<file path="src/tvd_pkg.sv">
// Package for the trap vector dispatch block: offsets, fields, reset values and codes
package tvd_pkg;
	localparam int          ADDR_W        = 8;
	localparam int          DATA_W        = 32;
	// Register byte offsets
	localparam logic [7:0]  OFS_CFG       = 8'h00;
	localparam logic [7:0]  OFS_VSEG      = 8'h04;
	localparam logic [7:0]  OFS_TFLAG     = 8'h08;
	localparam logic [7:0]  OFS_ISTAT     = 8'h0c;
	localparam logic [7:0]  OFS_IMASK     = 8'h10;
	localparam logic [7:0]  OFS_STATE     = 8'h14;
	// Config field: vector spacing, 0 gives 4 bytes
	localparam int          VSC_LSB       = 0;
	localparam int          VSC_W         = 2;
	localparam logic [1:0]  VSC_RST       = 2'h0;
	localparam logic [7:0]  VSEG_RST      = 8'h00;
	// Trap flag bit positions
	localparam int          TF_URGENT     = 15;
	localparam int          TF_STK_OVER   = 14;
	localparam int          TF_STK_UNDER  = 13;
	localparam int          TF_SBRK       = 12;
	localparam int          TF_UNDEF      = 7;
	localparam int          TF_PMERR      = 6;
	localparam int          TF_PROT       = 1;
	localparam int          TF_ILLW       = 0;
	// Interrupt status bits
	localparam int          IS_CLASS_A    = 0;
	localparam int          IS_CLASS_B    = 1;
	localparam int          IS_DEFER      = 2;
	localparam int          IS_W          = 3;
	// Trap numbers
	localparam logic [6:0]  TN_RESET      = 7'h00;
	localparam logic [6:0]  TN_URGENT     = 7'h02;
	localparam logic [6:0]  TN_STK_OVER   = 7'h04;
	localparam logic [6:0]  TN_STK_UNDER  = 7'h06;
	localparam logic [6:0]  TN_SBRK       = 7'h08;
	localparam logic [6:0]  TN_CLASS_B    = 7'h0a;
	// Service priority levels
	localparam logic [1:0]  LVL_NONE      = 2'h0;
	localparam logic [1:0]  LVL_B         = 2'h1;
	localparam logic [1:0]  LVL_A         = 2'h2;
	typedef enum logic [1:0] {TVD_SRC_NONE, TVD_SRC_RESET, TVD_SRC_TRAP, TVD_SRC_IRQ} tvd_src_t;
endpackage

</file>
<file path="src/tvd_sticky.sv">
// Sticky flag cells: set wins over clear
`timescale 1ns/1ps
`default_nettype none
module tvd_sticky #(
	parameter int W = 8
) (
	input  wire logic         clk_i,
	input  wire logic         rst_b_i,
	input  wire logic [W-1:0] set_i,
	input  wire logic [W-1:0] clr_i,
	output logic      [W-1:0] q_o
);
	logic [W-1:0] q_d;

	always_comb
	begin
		q_d = set_i | (q_o & ~clr_i);
	end

	always_ff @(posedge clk_i or negedge rst_b_i)
	begin
		if (!rst_b_i)
			q_o <= '0;
		else
			q_o <= q_d;
	end
endmodule // tvd_sticky
`default_nettype wire

</file>
<file path="src/tvd_trap_dispatch.sv">
// Trap and vector dispatch with Wishbone register slave
//
// Decided for this implementation: register access over Wishbone and the address map.
`timescale 1ns/1ps
`default_nettype none
module tvd_trap_dispatch #(
	parameter bit HAS_SECOND_ASC = 1'b0
) (
	input  wire logic        SYS_CLK_I,
	input  wire logic        RST_B_I,
	input  wire logic        WB_CYC_I,
	input  wire logic        WB_STB_I,
	input  wire logic        WB_WE_I,
	input  wire logic [7:0]  WB_ADR_I,
	input  wire logic [3:0]  WB_SEL_I,
	input  wire logic [31:0] WB_DAT_I,
	output logic      [31:0] WB_DAT_O,
	output logic             WB_ACK_O,
	input  wire logic        RESET_REQ_I,
	input  wire logic        URGENT_IRQ_I,
	input  wire logic        STACK_OVER_I,
	input  wire logic        STACK_UNDER_I,
	input  wire logic        SOFT_BREAK_I,
	input  wire logic        UNDEF_OPC_I,
	input  wire logic        PMEM_ERR_I,
	input  wire logic        PROT_FAULT_I,
	input  wire logic        ILL_WORD_I,
	input  wire logic        SW_TRAP_I,
	input  wire logic [6:0]  SW_TRAP_NUM_I,
	input  wire logic        IRQ_REQ_I,
	input  wire logic [6:0]  IRQ_NUM_I,
	input  wire logic        TRAP_DONE_I,
	output logic             BRANCH_O,
	output logic [23:0]      VEC_ADDR_O,
	output logic [6:0]       TRAP_NUM_O,
	output logic             IRQ_ACK_O,
	output logic             IRQ_BLOCK_O,
	output logic             INT_O
);
	logic [7:0]  pend_q, pend_d, ev;
	logic [1:0]  lvl_q, lvl_d, lvl_base;
	logic        boot_q;
	logic [1:0]  vsc_q, vsc_d;
	logic [7:0]  vseg_q, vseg_d;
	logic [2:0]  imask_q, imask_d;
	logic        ack_q, ack_d;
	logic [31:0] rdat_q, rdat_d;
	logic        br_q, br_d, iack_q, iack_d, blk_q, blk_d, int_q, int_d;
	logic [23:0] vec_q, vec_d;
	logic [6:0]  num_q, num_d;
	logic [15:0] tf_q, tf_set, tf_clr;
	logic [2:0]  is_q, is_set, is_clr;
	logic [7:0]  take;
	logic [6:0]  num_sel;
	tvd_pkg::tvd_src_t src;
	logic        req, wr, rd, a_pend, b_pend, a_go, b_go, irq_ok;

	// Nodes without a source; second serial channel nodes when absent
	function automatic logic node_assigned(input logic [6:0] n);
		logic r;
		r = 1'b1;
		if (n inside {7'h28, 7'h29, 7'h3f, 7'h40, 7'h41, 7'h4b} || (n >= 7'h54 && n <= 7'h5d))
			r = 1'b0;
		if (!HAS_SECOND_ASC && n inside {7'h42, 7'h48, 7'h49, 7'h4a, 7'h5e})
			r = 1'b0;
		return r;
	endfunction

	assign req = WB_CYC_I && WB_STB_I && !ack_q;
	assign wr  = req && WB_WE_I;
	assign rd  = req && !WB_WE_I;
	assign ev  = {ILL_WORD_I, PROT_FAULT_I, PMEM_ERR_I, UNDEF_OPC_I,
		SOFT_BREAK_I, STACK_UNDER_I, STACK_OVER_I, URGENT_IRQ_I};

	// Trap flags, cleared by writing ones
	always_comb
	begin
		tf_set = '0;
		tf_set[tvd_pkg::TF_URGENT] = URGENT_IRQ_I;
		tf_set[tvd_pkg::TF_STK_OVER]  = STACK_OVER_I;
		tf_set[tvd_pkg::TF_STK_UNDER] = STACK_UNDER_I;
		tf_set[tvd_pkg::TF_SBRK]      = SOFT_BREAK_I;
		tf_set[tvd_pkg::TF_UNDEF]     = UNDEF_OPC_I;
		tf_set[tvd_pkg::TF_PMERR]  = PMEM_ERR_I;
		tf_set[tvd_pkg::TF_PROT]   = PROT_FAULT_I;
		tf_set[tvd_pkg::TF_ILLW]   = ILL_WORD_I;
		tf_clr = '0;
		if (wr && WB_ADR_I == tvd_pkg::OFS_TFLAG)
			tf_clr = WB_DAT_I[15:0] & {{8{WB_SEL_I[1]}}, {8{WB_SEL_I[0]}}};
	end

	tvd_sticky #(.W(16)) u_tflag (
		.clk_i   (SYS_CLK_I),
		.rst_b_i (RST_B_I),
		.set_i   (tf_set),
		.clr_i   (tf_clr),
		.q_o     (tf_q)
	);

	// Dispatch: reset, class A, class B, software trap, standard request
	always_comb
	begin
		lvl_base = TRAP_DONE_I ? tvd_pkg::LVL_NONE : lvl_q;
		a_pend   = |pend_q[3:0];
		b_pend   = |pend_q[7:4];
		a_go     = a_pend && lvl_base < tvd_pkg::LVL_A;
		b_go     = b_pend && lvl_base < tvd_pkg::LVL_B;
		// Request still stands at its ack edge: never take it twice
		irq_ok   = IRQ_REQ_I && lvl_base == tvd_pkg::LVL_NONE && !a_pend && !b_pend
			&& !iack_q && node_assigned(IRQ_NUM_I);
		take     = '0;
		num_sel  = tvd_pkg::TN_RESET;
		lvl_d    = lvl_base;
		src      = tvd_pkg::TVD_SRC_NONE;
		if (boot_q || RESET_REQ_I)
		begin
			src     = tvd_pkg::TVD_SRC_RESET;
			take    = 8'hff;
			lvl_d   = tvd_pkg::LVL_NONE;
		end
		else if (a_go)
		begin
			src   = tvd_pkg::TVD_SRC_TRAP;
			lvl_d = tvd_pkg::LVL_A;
			if (pend_q[0])
			begin
				num_sel = tvd_pkg::TN_URGENT;
				take[0] = 1'b1;
			end
			else if (pend_q[1])
			begin
				num_sel = tvd_pkg::TN_STK_OVER;
				take[1] = 1'b1;
			end
			else if (pend_q[2])
			begin
				num_sel = tvd_pkg::TN_STK_UNDER;
				take[2] = 1'b1;
			end
			else
			begin
				num_sel = tvd_pkg::TN_SBRK;
				take[3] = 1'b1;
			end
		end
		else if (b_go)
		begin
			src     = tvd_pkg::TVD_SRC_TRAP;
			num_sel = tvd_pkg::TN_CLASS_B;
			take    = 8'hf0;
			lvl_d   = tvd_pkg::LVL_B;
		end
		else if (SW_TRAP_I)
		begin
			src     = tvd_pkg::TVD_SRC_TRAP;
			num_sel = SW_TRAP_NUM_I;
		end
		else if (irq_ok)
		begin
			src     = tvd_pkg::TVD_SRC_IRQ;
			num_sel = IRQ_NUM_I;
		end
		pend_d = (pend_q & ~take) | ev;
		br_d   = src != tvd_pkg::TVD_SRC_NONE;
		iack_d = src == tvd_pkg::TVD_SRC_IRQ;
		num_d  = br_d ? num_sel : num_q;
		vec_d  = br_d ? {vseg_q, 16'(({7'h00, num_sel, 2'b00}) << vsc_q)} : vec_q;
		blk_d  = lvl_d != tvd_pkg::LVL_NONE;
	end

	// Interrupt status: class A and class B trap entries and deferrals, cleared on read
	always_comb
	begin
		is_set = '0;
		is_set[tvd_pkg::IS_CLASS_A] = a_go && src == tvd_pkg::TVD_SRC_TRAP;
		is_set[tvd_pkg::IS_CLASS_B] = !a_go && b_go && src == tvd_pkg::TVD_SRC_TRAP;
		is_set[tvd_pkg::IS_DEFER]   = (a_pend && !a_go) || (b_pend && !b_go && !a_go);
		is_clr = (rd && WB_ADR_I == tvd_pkg::OFS_ISTAT) ? '1 : '0;
		int_d  = |((is_set | (is_q & ~is_clr)) & imask_q);
	end

	tvd_sticky #(.W(tvd_pkg::IS_W)) u_istat (
		.clk_i   (SYS_CLK_I),
		.rst_b_i (RST_B_I),
		.set_i   (is_set),
		.clr_i   (is_clr),
		.q_o     (is_q)
	);

	// Register bus
	always_comb
	begin
		vsc_d   = vsc_q;
		vseg_d  = vseg_q;
		imask_d = imask_q;
		ack_d   = req;
		rdat_d  = '0;
		if (wr && WB_SEL_I[0])
		begin
			unique case (WB_ADR_I)
				tvd_pkg::OFS_CFG:   vsc_d   = WB_DAT_I[tvd_pkg::VSC_LSB +: tvd_pkg::VSC_W];
				tvd_pkg::OFS_VSEG:  vseg_d  = WB_DAT_I[7:0];
				tvd_pkg::OFS_IMASK: imask_d = WB_DAT_I[tvd_pkg::IS_W-1:0];
				default:            vsc_d   = vsc_q;
			endcase
		end
		if (rd)
		begin
			unique case (WB_ADR_I)
				tvd_pkg::OFS_CFG:   rdat_d = {30'h0, vsc_q};
				tvd_pkg::OFS_VSEG:  rdat_d = {24'h0, vseg_q};
				tvd_pkg::OFS_TFLAG: rdat_d = {16'h0, tf_q};
				tvd_pkg::OFS_ISTAT: rdat_d = {29'h0, is_q};
				tvd_pkg::OFS_IMASK: rdat_d = {29'h0, imask_q};
				tvd_pkg::OFS_STATE: rdat_d = {21'h0, lvl_q, 1'b0, num_q, pend_q != 8'h00};
				default:            rdat_d = '0;
			endcase
		end
	end

	always_ff @(posedge SYS_CLK_I or negedge RST_B_I)
	begin
		if (!RST_B_I)
		begin
			pend_q  <= '0;
			lvl_q   <= tvd_pkg::LVL_NONE;
			boot_q  <= 1'b1;
			vsc_q   <= tvd_pkg::VSC_RST;
			vseg_q  <= tvd_pkg::VSEG_RST;
			imask_q <= '0;
			ack_q   <= 1'b0;
			rdat_q  <= '0;
			br_q    <= 1'b0;
			iack_q  <= 1'b0;
			blk_q   <= 1'b0;
			int_q   <= 1'b0;
			vec_q   <= '0;
			num_q   <= '0;
		end
		else
		begin
			pend_q  <= pend_d;
			lvl_q   <= lvl_d;
			boot_q  <= 1'b0;
			vsc_q   <= vsc_d;
			vseg_q  <= vseg_d;
			imask_q <= imask_d;
			ack_q   <= ack_d;
			rdat_q  <= rdat_d;
			br_q    <= br_d;
			iack_q  <= iack_d;
			blk_q   <= blk_d;
			int_q   <= int_d;
			vec_q   <= vec_d;
			num_q   <= num_d;
		end
	end

	assign WB_ACK_O    = ack_q;
	assign WB_DAT_O    = rdat_q;
	assign BRANCH_O    = br_q;
	assign VEC_ADDR_O  = vec_q;
	assign TRAP_NUM_O  = num_q;
	assign IRQ_ACK_O   = iack_q;
	assign IRQ_BLOCK_O = blk_q;
	assign INT_O       = int_q;
endmodule // tvd_trap_dispatch
`default_nettype wire

</file>
<file path="config.mk">
export PLATFORM = sky130hd
export DESIGN_NAME = tvd_trap_dispatch
export DESIGN_NICKNAME = d
export VERILOG_FILES = /design/src/tvd_pkg.sv /design/src/tvd_sticky.sv /design/src/tvd_trap_dispatch.sv
export SDC_FILE = /design/constraint.sdc
export NUM_CORES = 1
export LEC_CHECK = 0
export BUFFER_PORTS_ARGS = -buffer_cell sky130_fd_sc_hd__clkbuf_2
export CAP_MARGIN = 10
export CELL_PAD_IN_SITES_DETAIL_PLACEMENT = 1
export CELL_PAD_IN_SITES_GLOBAL_PLACEMENT = 1
export CORE_UTILIZATION = 38
export DETAILED_ROUTE_END_ITERATION = 12
export PLACE_DENSITY_LB_ADDON = 0.1
export SLEW_MARGIN = 10
export SYNTH_ARGS = -nofsm -noshare
export SYNTH_HDL_FRONTEND = slang
export SYNTH_SLANG_ARGS = --single-unit
</file>
<file path="constraint.sdc">
create_clock -name SYS_CLK_I -period 2.95 [get_ports SYS_CLK_I]
set_input_delay 0.59 -clock SYS_CLK_I [delete_from_list [all_inputs] [get_ports SYS_CLK_I]]
set_output_delay 0.59 -clock SYS_CLK_I [all_outputs]
set_load 0.02 [all_outputs]
</file>
== Word level (Yosys, flattened, before mapping) ==
Index checks and enable logic that the tools add are counted.
W data, S select, Z words.
Storage, ports and cells
  register bits after elaboration: 111
  input port bits: 75
  output and inout port bits: 68
  logic and storage cells: 127
Cells by class
  $lt $le $gt $ge: 4
  equal/unequal tests: 18
  shifts and indexed selects: 1
  muxes and demuxes: 33
  bitwise operators: 11
  reduce and logical (&&, ||, !) cells: 44
Operators by type and width (number)
  $pmux W16 S6: 1
  $eq A7 B7 Y1 const B: 8
  $mux W7: 5
  $and A16 B16 Y16: 2
  $mux W16: 2
  $eq A7 B6 Y1 const B: 3
  $logic_and A1 B1 Y1: 21
  $mux W2: 10
  $mux W4: 5
  $eq A8 B4 Y1 const B: 2
  $eq A8 B5 Y1 const B: 2
  $mux W8: 2
  $not A16 Y16: 1
  $or A16 B16 Y16: 1
  $shl A9 B2 Y16: 1
  $and A8 B8 Y8: 1
  $eq A8 B3 Y1 const B: 1
  $logic_not A8 Y1: 1
  $not A8 Y8: 1
  $or A8 B8 Y8: 1
  $reduce_bool A8 Y1: 1
  $reduce_or A4 Y1: 2
  $ge A7 B7 Y1 const B: 1
  $le A7 B7 Y1 const B: 1
  other kinds (16): 35

== Longest topological paths before layout ==
Gate-level depths: netlist of run 1.
  depth in word-level cells: 17
  gate-level depth with buffers: 9
  depth with buffers taken out: 8

== Modules after synthesis ==
A second synthesis of run 1 with hierarchy kept.
Unflattened totals
  cells, all modules: 420
  area, all modules: 4334.2 um^2
By module, submodules not included
  tvd_trap_dispatch: times used 1, cells each 363, area an instance 3644.7 um^2, seq. area each 1752.9 um^2
  tvd_sticky (u_tflag): times used 1, cells each 48, area an instance 580.6 um^2, seq. area each 400.4 um^2
  tvd_sticky (u_istat): times used 1, cells each 9, area an instance 108.9 um^2, seq. area each 75.1 um^2

== Worst setup path before layout of run 1 ==
OpenSTA, ideal clock, no wires.
  path type: input-to-reg
  start: in IRQ_NUM_I[3]
  end: reg vec_q[5] (netlist: VEC_ADDR_O[5])
  library setup time: 0.073 ns
  arrival time: 2.499 ns
  slack: 0.378 ns
  stages: 7
  cell sequence: and3b_1 -> and4_4 -> a32o_2 -> or4b_1 -> o22a_2 -> mux4_2 -> a21oi_2
On the way
  cells in the longest elaborated chain, start to end: 12
RTL lines
  start: declaration: line tvd_trap_dispatch.sv:31  | input wire logic [6:0] IRQ_NUM_I,
  $ge A7 B7 Y1, or another cell as far along: line tvd_trap_dispatch.sv:62  | if (n inside {7'h28, 7'h29, 7'h3f, 7'h40, 7'h41, 7'h4b} || (n >= 7'h54 && n <= 7'h5d))
  $logic_and A1 B1 Y1 / $reduce_bool A6 Y1 (equally long branches): line tvd_trap_dispatch.sv:62
  $logic_or A1 B1 Y1: line tvd_trap_dispatch.sv:62
  $mux W1: line tvd_trap_dispatch.sv:62
  $mux W1: line tvd_trap_dispatch.sv:64  | if (!HAS_SECOND_ASC && n inside {7'h42, 7'h48, 7'h49, 7'h4a, 7'h5e})
  $logic_and A1 B1 Y1: line tvd_trap_dispatch.sv:110  | && !iack_q && node_assigned(IRQ_NUM_I);
  $mux W7 / $mux W2 (equally long branches): line tvd_trap_dispatch.sv:158  | else if (irq_ok)
  $mux W7 / $mux W2 (equally long branches): line tvd_trap_dispatch.sv:153  | else if (SW_TRAP_I)
  $mux W7 / $mux W2 (equally long branches): line tvd_trap_dispatch.sv:146  | else if (b_go)
  $mux W7 / $mux W2 (equally long branches): line tvd_trap_dispatch.sv:121  | else if (a_go)
  $mux W7 / $mux W2 (equally long branches): line tvd_trap_dispatch.sv:115  | if (boot_q || RESET_REQ_I)
  $shl A9 B2 Y16 / $reduce_bool A2 Y1 (equally long branches): line tvd_trap_dispatch.sv:167, tvd_trap_dispatch.sv:164
  end signal: assignment: line tvd_trap_dispatch.sv:254  | vec_q <= vec_d;
  end: declaration: line tvd_trap_dispatch.sv:49  | logic [23:0] vec_q, vec_d;
Several ways; a longest one is shown, not always the timed one.
A chain may end at the register's enable or synchronous reset.

== Final worst setup path of run 1 ==
  start: reg pend_q[0]
  end: reg vec_q[5] (netlist: VEC_ADDR_O[5])
On the way
  cells in the longest elaborated chain, start to end: 12
RTL lines
  start: declaration: line tvd_trap_dispatch.sv:40  | logic [7:0] pend_q, pend_d, ev;
  start signal: assignment: line tvd_trap_dispatch.sv:242  | pend_q <= pend_d;
  $reduce_or A4 Y1: line tvd_trap_dispatch.sv:104  | a_pend = |pend_q[3:0];
  $logic_not A1 Y1: line tvd_trap_dispatch.sv:109  | irq_ok = IRQ_REQ_I && lvl_base == tvd_pkg::LVL_NONE && !a_pend && !b_pend
  $logic_and A1 B1 Y1 (2 in a row): line tvd_trap_dispatch.sv:109
  $logic_and A1 B1 Y1 (2 in a row): line tvd_trap_dispatch.sv:110
  $mux W7 / $mux W2 (equally long branches): line tvd_trap_dispatch.sv:158
  $mux W7 / $mux W2 (equally long branches): line tvd_trap_dispatch.sv:153
  $mux W7 / $mux W2 (equally long branches): line tvd_trap_dispatch.sv:146
  $mux W7 / $mux W2 (equally long branches): line tvd_trap_dispatch.sv:121
  $mux W7 / $mux W2 (equally long branches): line tvd_trap_dispatch.sv:115
  $shl A9 B2 Y16 / $reduce_bool A2 Y1 (equally long branches): line tvd_trap_dispatch.sv:167, tvd_trap_dispatch.sv:164
Several ways; a longest one is shown, not always the timed one.

==> load_flow_metrics.sql, run 1 <==
INSERT INTO impl_metrics (metric_group, metric, value, unit) VALUES
('placed_design', 'buffer_ports.inserted', '102', ''),
('power', 'worst_case_vdd_ir_drop', '0.239', 'mV'),
('final_layout', 'finalNetCount', '567', ''),
('final_layout', 'n_antenna_cell', '0', ''),
('sta', 'totalNegativeSetupSlack', '0', 'ns'),
('sta', 'finalHoldWorstSlack', '0.245', 'ns'),
('critical_path', 'r2r.worst_path.cells', '7', ''),
('synth', 'asyncSetResetFlopFracSynth', '1.00', ''),
('synth', 'yosysWarningCount', '0', ''),
('critical_path', 'cp_cell_sequence', 'nor4_2, and4b_1, o311ai_4, nor2_2, a41oi_1, mux4_2, a21oi_2', ''),
('clock_tree', 'tritoncts_clock_tree', 'yes', ''),
('synth', 'syn_inst', '379', ''),
('floorplan', 'die_h', '106', 'µm'),
('routing', 'detail_route.iter0.violations', '148', ''),
('sta', 'tightest_slew', '0.770', 'ns'),
('power', 'power_leakage', '0.00246', 'µW'),
('floorplan', 'core_area', '10400', 'µm²'),
('global_routing', 'grt_overflow', '0', ''),
('critical_path', 'max_fanout_on_critical_path', '7', ''),
('synth', 'syn-cell-area', '4110', 'µm²'),
('clock_tree', 'cts.htree.levels', '3', ''),
('critical_path', 'critical_path.slowest_cell', 'mux4_2', ''),
('placed_design', 'finalWeightedCongestion', '0.818', ''),
('global_routing', 'grt_pass1_vias', '3396', ''),
('sta', 'final-hold-violation-count', '0', ''),
('routing', 'vias_per_cell', '5.15', ''),
('global_routing', 'total_global_route_track_usage', '0.203', ''),
('clock_tree', 'clk_pin_slew', '0.10', 'ns'),
('clock_tree', 'clockRootBuffer', 'clkbuf_8', ''),
('final_layout', 'syn_to_final_growth', '20.5', '%'),
('synth', 'sequential_element_share_of_the_synthesized_area', '0.542', ''),
('sta', 'achievable-frequency', '0.370', 'GHz'),
('floorplan', 'rows', '37', ''),
('floorplan', 'fp.dieArea', '11200', 'µm²'),
('clock_tree', 'post_cts.resized_instances', '0', ''),
('global_routing', 'initial_antenna_violation_count', '0', ''),
('critical_path', 'worst-r2r-setup-slack', '0.24', 'ns'),
('critical_path', 'critical_register_to_register_path_startpoint', 'pend_q[0]', ''),
('placed_design', 'post-dp-hpwl', '8120', 'µm'),
('routing', 'vias', '3261', ''),
('final_layout', 'most-common-layout-cells', 'clkbuf_2 (101), dfrtp_1 (88), nand2_1 (61), conb_1 (23), nor2_1 (22)', ''),
('routing', 'detail-route-antenna-nets', '0', ''),
('routing', 'route.detailed.drc', '0', ''),
('sta', 'skew', '0.0134', 'ns'),
('clock_tree', 'clk_path_buf_depth', '2', ''),
('sta', 'timing.slew.headroom', '0.484', ''),
('synth', 'synth_area_per_cell', '10.8', 'µm²'),
('floorplan', 'initial_core_util', '0.395', ''),
('clock_tree', 'postCtsSetupBuffers', '0', ''),
('final_layout', 'layout.cells.most_common', 'clkbuf_2', ''),
('worst_hold_path', 'timing.hold.worst.class', 'in -> async', ''),
('synth', 'synth.distinct_cells', '59', ''),
('synth', 'synth_edf_count', '0', ''),
('flow_run', 'timing.max_cap.violations', '0', ''),
('routing', 'routed_wirelength', '10800', 'µm'),
('critical_path', 'critical_path_required', '3.24', 'ns'),
('clock_tree', 'holdBufCountCts', '0', ''),
('critical_path', 'cp-start-kind', 'flop', ''),
('floorplan', 'design.portCount', '143', ''),
('sta', 'finalCriticalPeriod', '2.71', 'ns'),
('sta', 'layout_worst_path_cycle_share', '0.917', ''),
('routing', 'post_drt_wl_per_cell', '17.0', 'µm'),
('sta', 'rsz0062_at_grt', 'no', ''),
('global_routing', 'grt_first_pass_wirelength', '17500', 'µm'),
('critical_path', 'critPathCaptureType', 'flop', ''),
('critical_path', 'timing_worst_setup_path_type', 'reg -> reg', ''),
('clock_tree', 'cts.sink_count', '89', ''),
('floorplan', 'die_width', '106', 'µm'),
('clock_tree', 'tritoncts.num_buffers', '9', ''),
('routing', 'first_pass_iters', '4', ''),
('clock_tree', 'worst_skew_pair_latency', '0.35', 'ns'),
('critical_path', 'regToRegEndpoint', 'VEC_ADDR_O[5]', ''),
('global_routing', 'grt_start_max_net_pins', '50', ''),
('sta', 'final-setup-viol-count', '0', ''),
('run_status', 'run_status', 'complete, no violations', ''),
('sta', 'timing.final.ws_setup', '0.244', 'ns'),
('final_layout', 'post_route_cells_drive_above_1_share', '0.328', ''),
('synth', 'synth_seq_cells', '89', ''),
('synth', 'top_ff_cell_synth', 'dfrtp_1', ''),
('critical_path', 'cp_slowest_stage_delay', '0.54', 'ns'),
('power', 'cellPowerDensity', '469', 'nW/µm²'),
('sta', 'slew_violations', '0', ''),
('critical_path', 'cp_data_arrival_time', '3.00', 'ns'),
('placed_design', 'pre_cts_setup_slack', '0.0988', 'ns');
report_power, final:
part | internal [µW] | switching, µW | leakage, µW | total (µW)
Sequential | 1240 | 20.4 | 0.00115 | 1260
Clock | 404 | 462 | 0.0000954 | 866
Combinational | 68.4 | 129 | 0.00121 | 198
Total | 1710 | 611 | 0.00246 | 2330
flip-flops by register name, summed over array words and instances (netlist names), 3 cells and up:
signal / cells
TRAP_NUM_O: 7
WB_DAT_O: 16
VEC_ADDR_O: 18
u_istat.q_o: 3
pend_q: 8
u_tflag.q_o: 16
imask_q: 3
vseg_q: 8
metal layers:
| layer | vias up | share of wire | track usage |
|---|---|---|---|
| met4 | 0 | 0.0071 | 0.0595 |
| met1 | 1614 | 0.47 | 0.283 |
| met3 | 4 | 0.052 | 0.0337 |
| met2 | 89 | 0.47 | 0.325 |
| met5 | - | 0 | 0 |
| li1 | 1554 | - | - |
critical path, delay by kind of cell, from the launching register on:
family / cells / cell delay [ns]
AOI/OAI and AO/OA: 3 / 0.60
DFF: 1 / 0.46
muxes: 1 / 0.54
and+or+nand+nor: 3 / 1.05
worst max path at each step:
| stage | from | to | slack (ns) |
|---|---|---|---|
| after floorplan | IRQ_NUM_I[3] | VEC_ADDR_O[5] | 0.38 |
| after global placement | IRQ_NUM_I[3] | VEC_ADDR_O[5] | 0.12 |
| after detailed placement | IRQ_NUM_I[3] | VEC_ADDR_O[5] | 0.1 |
| after CTS | pend_q[0] | VEC_ADDR_O[5] | 0.23 |
| after global routing | pend_q[0] | VEC_ADDR_O[5] | 0.02 |
| final | pend_q[0] | VEC_ADDR_O[5] | 0.24 |
synth_stat cells (all sizes together) (2+ instances only):
master   n  area, µm²
a21o    13       97.6
and3    10       63.8
o31ai    2       15.0
dfrtp   88       2200
a31oi    3       18.8
o21ai   10       50.1
nor3     6       30.0
o41ai    2       17.5
mux4     3       71.3
a31o     4       35.0
nor2b    6       37.5
a222oi   9       90.1
nand3    8       40.0
a21boi   8       60.1
a21oi    9       48.8
inv     11       41.3
o311ai   2       35.0
a32o     5       51.3
and4b    2       20.0
or2      2       12.5
nor2    23       88.8
a22o     3       26.3
and2     4       25.0
nand2b   5       31.3
nand2   61        229
nor4     5       43.8
clkbuf   8       40.0
o211ai   5       37.5
mux2    14        158
a22oi    4       30.0
buf     25        183
logic make-up after synthesis:
group | after synthesis | synth area share
buffers and inverters | 44 | 0.0642
muxes | 18 | 0.0581
other | 1 | 0.000912
and+or+nand+nor | 138 | 0.164
DFF | 89 | 0.542
AOI/OAI and AO/OA | 89 | 0.171
per-stage QoR:
stage / instances / instance area, µm² / total power, µW / utilization
after floorplan: 401 / 4190 / 1400 / -
after global placement: 617 / 4750 / 1480 / 0.456
after detailed placement: 617 / 4750 / 1490 / 0.456
after CTS: 633 / 4960 / 2360 / 0.476
after global routing: 633 / 4960 / 2440 / 0.476
final: 633 / 4960 / 2330 / 0.476
layout make-up:
cell class | count | area, µm²
fill | 1201 | 5460
sequential | 89 | 2230
multi-input combinational | 268 | 1710
timing repair buffer | 113 | 608
tap | 136 | 170
clock buffer | 10 | 128
clock inverter | 6 | 73.8
inverter | 11 | 41.3
No activity file was read; power rests on OpenSTA's default activity.
==> run 2, diff against run 1 <==
clock period = 2.65 ns   (was 2.95 ns; I/O delays follow)
==> load_flow_metrics.sql, run 2 (synthesis gave the netlist of run 1 again) <==
INSERT INTO impl_metrics (metric_group, metric, value, unit) VALUES
('run_status', 'run_status', 'complete, no violations', ''),
('critical_path', 'crit_family', 'compound AO/OA/AOI/OAI gates', ''),
('clock_tree', 'tritoncts_clock_tree', 'yes', ''),
('critical_path', 'critical_path_required', '2.94', 'ns'),
('power', 'cellPowerDensity', '496', 'nW/µm²'),
('critical_path', 'timing.critical_path.from', 'pend_q[5]', ''),
('worst_hold_path', 'timing.hold.worst.class', 'in -> async', ''),
('power', 'power_report.internal_total', '1870', 'µW'),
('global_routing', 'initial_antenna_violation_count', '0', ''),
('critical_path', 'timing_worst_setup_path_type', 'reg -> reg', ''),
('final_layout', 'multi_input_gate_area_in_the_final_layout', '1720', 'µm²'),
('critical_path', 'critical_path.slowest_cell', 'mux4_2', ''),
('floorplan', 'die_h', '106', 'µm'),
('sta', 'finalCriticalPeriod', '2.52', 'ns'),
('routing', 'vias', '3332', ''),
('power', 'clock_power_share', '0.350', ''),
('final_layout', 'max_reg_flops', '18', ''),
('sta', 'achievable-frequency', '0.397', 'GHz'),
('sta', 'timing.slew.headroom', '0.503', ''),
('flow_run', 'timing.max_cap.violations', '0', ''),
('critical_path', 'r2r.worst_path.cells', '8', ''),
('final_layout', 'n_antenna_cell', '0', ''),
('final_layout', 'postLayoutCoreUtil', '0.488', ''),
('sta', 'rsz0062_at_grt', 'yes', ''),
('final_layout', 'layout.cells.most_common', 'clkbuf_2', ''),
('global_routing', 'grt_overflow', '0', ''),
('floorplan', 'design.portCount', '143', ''),
('routing', 'vias_per_cell', '5.12', ''),
('final_layout', 'finalNetCount', '585', ''),
('final_layout', 'ff_latch_area', '2230', 'µm²'),
('critical_path', 'crit_cells', '8', ''),
('critical_path', 'critPathCaptureType', 'flop', ''),
('global_routing', 'grt_pass1_vias', '3392', ''),
('clock_tree', 'clockRootBuffer', 'clkbuf_8', ''),
('critical_path', 'cp-start-kind', 'flop', ''),
('clock_tree', 'clk_path_buf_depth', '2', ''),
('clock_tree', 'holdBufCountCts', '0', ''),
('clock_tree', 'tritoncts.num_buffers', '9', ''),
('critical_path', 'cp.buffers_inverters', '1', ''),
('critical_path', 'cp-endpoint', 'VEC_ADDR_O[5]', ''),
('sta', 'final-hold-violation-count', '0', ''),
('final_layout', 'syn_to_final_growth', '23.6', '%'),
('final_layout', 'post_route_cells_drive_above_1_share', '0.357', ''),
('clock_tree', 'clk_pin_slew', '0.09', 'ns'),
('floorplan', 'initial_core_util', '0.395', ''),
('placed_design', 'buffer_ports.inserted', '102', ''),
('global_routing', 'grt_first_pass_wirelength', '18100', 'µm'),
('clock_tree', 'cts.sink_count', '89', ''),
('power', 'worst_case_vdd_ir_drop', '0.214', 'mV'),
('critical_path', 'regToRegEndpoint', 'VEC_ADDR_O[5]', ''),
('placed_design', 'finalWeightedCongestion', '0.815', ''),
('floorplan', 'core_area', '10400', 'µm²'),
('final_layout', 'filler_cells_inserted', '1238', ''),
('global_routing', 'total_global_route_track_usage', '0.210', ''),
('clock_tree', 'cts.htree.levels', '3', ''),
('sta', 'slew_violations', '0', ''),
('routing', 'first_pass_iters', '5', ''),
('routing', 'routed_wirelength', '11000', 'µm'),
('power', 'power_leakage', '0.00254', 'µW'),
('sta', 'layout_worst_path_cycle_share', '0.950', ''),
('clock_tree', 'worst_skew_pair_latency', '0.36', 'ns'),
('power', 'power.share.sequential', '0.557', ''),
('power', 'p_sw_frac', '0.260', ''),
('critical_path', 'max_fanout_on_critical_path', '6', ''),
('critical_path', 'cp_cell_sequence', 'nor4_2, buf_4, and4b_2, o311ai_4, o31ai_2, o211ai_1, mux4_2, a21oi_2', ''),
('critical_path', 'cp_data_arrival_time', '2.81', 'ns'),
('final_layout', 'most-common-layout-cells', 'clkbuf_2 (101), dfrtp_1 (88), nand2_1 (61), buf_4 (29), conb_1 (23)', ''),
('critical_path', 'cp_slowest_stage_delay', '0.54', 'ns'),
('power', 'comb_power_share', '0.093', ''),
('power', 'switching_power_total', '655', 'µW'),
('routing', 'detail-route-antenna-nets', '0', ''),
('sta', 'tightest_slew', '0.742', 'ns'),
('placed_design', 'post-dp-hpwl', '8300', 'µm'),
('global_routing', 'grt_start_max_net_pins', '48', ''),
('floorplan', 'rows', '37', ''),
('routing', 'route.detailed.drc', '0', ''),
('critical_path', 'worst-r2r-setup-slack', '0.13', 'ns'),
('sta', 'totalNegativeSetupSlack', '0', 'ns'),
('sta', 'skew', '0.0124', 'ns'),
('sta', 'final-setup-viol-count', '0', ''),
('routing', 'post_drt_wl_per_cell', '16.9', 'µm'),
('routing', 'detail_route.iter0.violations', '142', ''),
('floorplan', 'die_width', '106', 'µm'),
('critical_path', 'critical_register_to_register_path_startpoint', 'pend_q[5]', ''),
('floorplan', 'fp.dieArea', '11200', 'µm²');
[run 2: through the flow]
step / hold WS [ns] / cells / setup WS, ns / cell area [µm²] / power (µW)
6_report: 0.183 / 651 / 0.134 / 5080 / 2520
5_1_grt: 0.218 / 651 / -0.0133 / 5080 / 2640
4_1_cts: 0.189 / 650 / 0.00270 / 5060 / 2550
3_5_place_dp: 0.458 / 633 / -0.0624 / 4870 / 1670
3_3_place_gp: 0.454 / 633 / -0.00494 / 4870 / 1660
2_1_floorplan: 0.234 / 401 / 0.138 / 4190 / 1560
[run 2: what timing repair did]
action	in CTS	in global routing
setup endpoints to repair	2	5
pin swaps	1	1
buffers inserted	1	1
resized for setup	0	5
[run 2: power groups by stage]
stage               sequential [µW]  combinational (µW)  clock, µW
global route                   1410                 260        971
finish                         1400                 234        882
CTS                            1400                 235        912
floorplan                      1440                 121          0
detailed placement             1430                 234          0
global placement               1430                 230          0
[run 2: layer usage]
| metal | part of all wire | routed length (µm) | track usage | up-vias |
|---|---|---|---|---|
| met1 | 0.47 | 5180 | 0.297 | 1631 |
| met2 | 0.47 | 5140 | 0.331 | 100 |
| li1 | - | - | - | 1590 |
| met4 | 0.013 | 138 | 0.0655 | 0 |
| met5 | 0 | 0 | 0 | - |
| met3 | 0.048 | 528 | 0.0356 | 11 |
[run 2: how the worst min path moves through the flow]
stage                    startpoint              end  slack [ns]
CTS                         RST_B_I      WB_DAT_O[8]        0.19
detailed placement  u_tflag.q_o[12]  u_tflag.q_o[12]        0.46
floorplan                   RST_B_I         BRANCH_O        0.23
finish                      RST_B_I      WB_DAT_O[8]        0.18
global route                RST_B_I     WB_DAT_O[13]        0.22
global placement     VEC_ADDR_O[20]   VEC_ADDR_O[20]        0.45
[run 2: cell type report]
class	instances	area share
flip-flops and latches	89	0.438
multi-input cells	268	0.338
repair buffers	131	0.146
well taps	136	0.0335
clock buffers	13	0.0313
inverters	11	0.00812
clock inverters	3	0.00468
==> run 3, diff against run 2 <==
CORE_UTILIZATION = 34   (was 38)
clock period = 2.3 ns   (was 2.65 ns; I/O delays follow)
==> load_flow_metrics.sql, run 3 (synthesis gave the netlist of run 1 again) <==
INSERT INTO impl_metrics (metric_group, metric, value, unit) VALUES
('clock_tree', 'cts.htree.levels', '3', ''),
('sta', 'finalHoldWorstSlack', '0.0916', 'ns'),
('clock_tree', 'cts.sink_count', '89', ''),
('final_layout', 'most-common-layout-cells', 'clkbuf_2 (101), dfrtp_1 (88), buf_4 (66), nand2_1 (56), conb_1 (23)', ''),
('final_layout', 'layout.cells.most_common', 'clkbuf_2', ''),
('routing', 'route.detailed.drc', '10', ''),
('final_layout', 'finalNetCount', '636', ''),
('global_routing', 'initial_antenna_violation_count', '1', ''),
('critical_path', 'crit_family', 'simple AND/OR/NAND/NOR gates', ''),
('sta', 'skew', '0.00948', 'ns'),
('power', 'worst_case_vdd_ir_drop', '0.308', 'mV'),
('critical_path', 'cp_cell_sequence', 'nor4_4, buf_4, and4b_2, o311ai_4, o31ai_1, o211ai_1, buf_4, mux4_2, nand2_1', ''),
('critical_path', 'timing.critical_path.from', 'pend_q[6]', ''),
('run_status', 'violations', 'DRC, setup timing', ''),
('global_routing', 'total_global_route_track_usage', '0.201', ''),
('final_layout', 'syn_to_final_growth', '40.8', '%'),
('routing', 'post_drt_wl_per_cell', '17.5', 'µm'),
('critical_path', 'critical_path_required', '2.59', 'ns'),
('critical_path', 'critical_register_to_register_path_startpoint', 'pend_q[6]', ''),
('sta', 'slew_violations', '0', ''),
('sta', 'final-hold-violation-count', '0', ''),
('global_routing', 'grt_start_max_net_pins', '41', ''),
('critical_path', 'critPathMostFrequentCell', 'buf_4', ''),
('critical_path', 'cp.buffers_inverters', '2', ''),
('sta', 'totalNegativeSetupSlack', '-1.30', 'ns'),
('floorplan', 'design.portCount', '143', ''),
('final_layout', 'filler_cells_inserted', '1331', ''),
('floorplan', 'rows', '39', ''),
('routing', 'detail-route-antenna-nets', '0', ''),
('routing', 'vias_per_cell', '5.05', ''),
('routing', 'first_pass_iters', '9', ''),
('power', 'cellPowerDensity', '579', 'nW/µm²'),
('floorplan', 'die_width', '112', 'µm'),
('global_routing', 'grt_first_pass_wirelength', '19400', 'µm'),
('placed_design', 'buffer_ports.inserted', '102', ''),
('critical_path', 'critical_path.slowest_cell', 'mux4_2', ''),
('sta', 'final-setup-viol-count', '11', ''),
('power', 'report.power.total', '3350', 'µW'),
('routing', 'detail_route.iter0.violations', '191', ''),
('critical_path', 'max_fanout_on_critical_path', '4', ''),
('floorplan', 'core_area', '11600', 'µm²'),
('sta', 'timing.slew.headroom', '0.646', ''),
('final_layout', 'n_antenna_cell', '0', ''),
('clock_tree', 'clk_pin_slew', '0.07', 'ns'),
('clock_tree', 'holdBufCountCts', '0', ''),
('sta', 'rsz0062_at_grt', 'yes', ''),
('clock_tree', 'clockRootBuffer', 'clkbuf_16', ''),
('sta', 'achievable-frequency', '0.393', 'GHz'),
('clock_tree', 'tritoncts_clock_tree', 'yes', ''),
('sta', 'finalCriticalPeriod', '2.55', 'ns'),
('clock_tree', 'clk_path_buf_depth', '2', ''),
('placed_design', 'post-dp-hpwl', '8990', 'µm'),
('critical_path', 'cp_data_arrival_time', '2.83', 'ns'),
('flow_run', 'timing.max_cap.violations', '0', ''),
('floorplan', 'initial_core_util', '0.354', ''),
('critical_path', 'timing_worst_setup_path_type', 'reg -> reg', ''),
('sta', 'timing.final.ws_setup', '-0.246', 'ns'),
('final_layout', 'post_route_cells_drive_above_1_share', '0.447', ''),
('sta', 'layout_worst_path_cycle_share', '1.11', ''),
('global_routing', 'grt_pass1_vias', '3722', ''),
('clock_tree', 'tritoncts.num_buffers', '9', ''),
('routing', 'routed_wirelength', '12400', 'µm'),
('floorplan', 'die_h', '112', 'µm'),
('placed_design', 'finalWeightedCongestion', '0.798', ''),
('clock_tree', 'worst_skew_pair_latency', '0.35', 'ns'),
('routing', 'vias', '3577', ''),
('critical_path', 'cp_slowest_stage_delay', '0.45', 'ns'),
('critical_path', 'cp-start-kind', 'flop', ''),
('critical_path', 'critPathCaptureType', 'flop', ''),
('worst_hold_path', 'timing.hold.worst.class', 'in -> async', ''),
('final_layout', 'max_reg_flops', '18', ''),
('global_routing', 'grt_overflow', '0', ''),
('floorplan', 'fp.dieArea', '12500', 'µm²'),
('sta', 'tightest_slew', '0.530', 'ns'),
('power', 'power_leakage', '0.00292', 'µW'),
('run_status', 'run_status', 'finished with violations', '');
==> run 3: cell count changes in the layout (fill, tap and decap cells not counted), sizes merged <==
| cell | delta |
|---|---|
| buf | +50 |
| clkbuf | -2 |
| clkinv | +2 |
| inv | +1 |
==> run 3: path summary, 6_finish.rpt <==
kind                                   to  slack, ns  cells past startpoint
setup reg to reg            VEC_ADDR_O[6]      -0.25                      9
max in group asynchronous   TRAP_NUM_O[0]       1.58                      2
hold reg to reg            VEC_ADDR_O[18]       0.47                      2
hold / removal             u_tflag.q_o[8]       0.09                      1
min in group SYS_CLK_I     u_tflag.q_o[8]       0.29                      2
setup / recovery            VEC_ADDR_O[6]      -0.25                      9
==> run 3: cell type report <==
class | instances | area, µm² | share of cell area
sequential | 89 | 2230 | 0.385
multi-input combinational | 268 | 1840 | 0.318
timing repair buffer | 182 | 1210 | 0.209
clock buffer | 10 | 239 | 0.0413
tap | 143 | 179 | 0.0309
clock inverter | 6 | 48.8 | 0.00843
inverter | 11 | 43.8 | 0.00757
==> run 3: per-layer routing <==
metal	share of wire	up-vias	track usage	routed length [µm]
li1	-	1697	-	-
met1	0.44	1771	0.260	5510
met2	0.49	94	0.337	6120
met3	0.050	15	0.0441	620
met4	0.014	0	0.0622	177
met5	0	-	0	0
==> run 3: report_power, final <==
group / total [µW] / internal (µW) / switching [µW] / leakage, µW
registers: 1620 / 1600 / 25.1 / 0.00115
logic: 316 / 128 / 188 / 0.00163
clock network: 1420 / 773 / 644 / 0.000137
total: 3350 / 2500 / 857 / 0.00292
==> run 3: per-stage QoR <==
| step | worst slack (ns) | cell area (µm²) | util | std cells |
|---|---|---|---|---|
| 6_report | -0.246 | 5790 | 0.498 | 709 |
| 5_1_grt | -0.407 | 5790 | 0.498 | 709 |
| 4_1_cts | -0.274 | 5580 | 0.480 | 700 |
| 3_5_place_dp | -0.302 | 5200 | 0.448 | 679 |
| 3_3_place_gp | -0.278 | 5200 | 0.448 | 679 |
| 2_1_floorplan | -0.0910 | 4200 | - | 401 |
==> run 3: what timing repair did <==
action,CTS,global route
gates resized for setup,14,31
endpoints found under the setup margin,22,25
pin swaps,7,10
buffers inserted,6,12
cloned,0,2
==> run 3: worst register-to-register path: stages, from the launching register on <==
cell and delay, ns:
dfrtp_1 0.41, nor4_4 0.30, buf_4 0.15, and4b_2 0.26
o311ai_4 0.15, o31ai_1 0.22, o211ai_1 0.25, buf_4 0.22
mux4_2 0.45, nand2_1 0.07
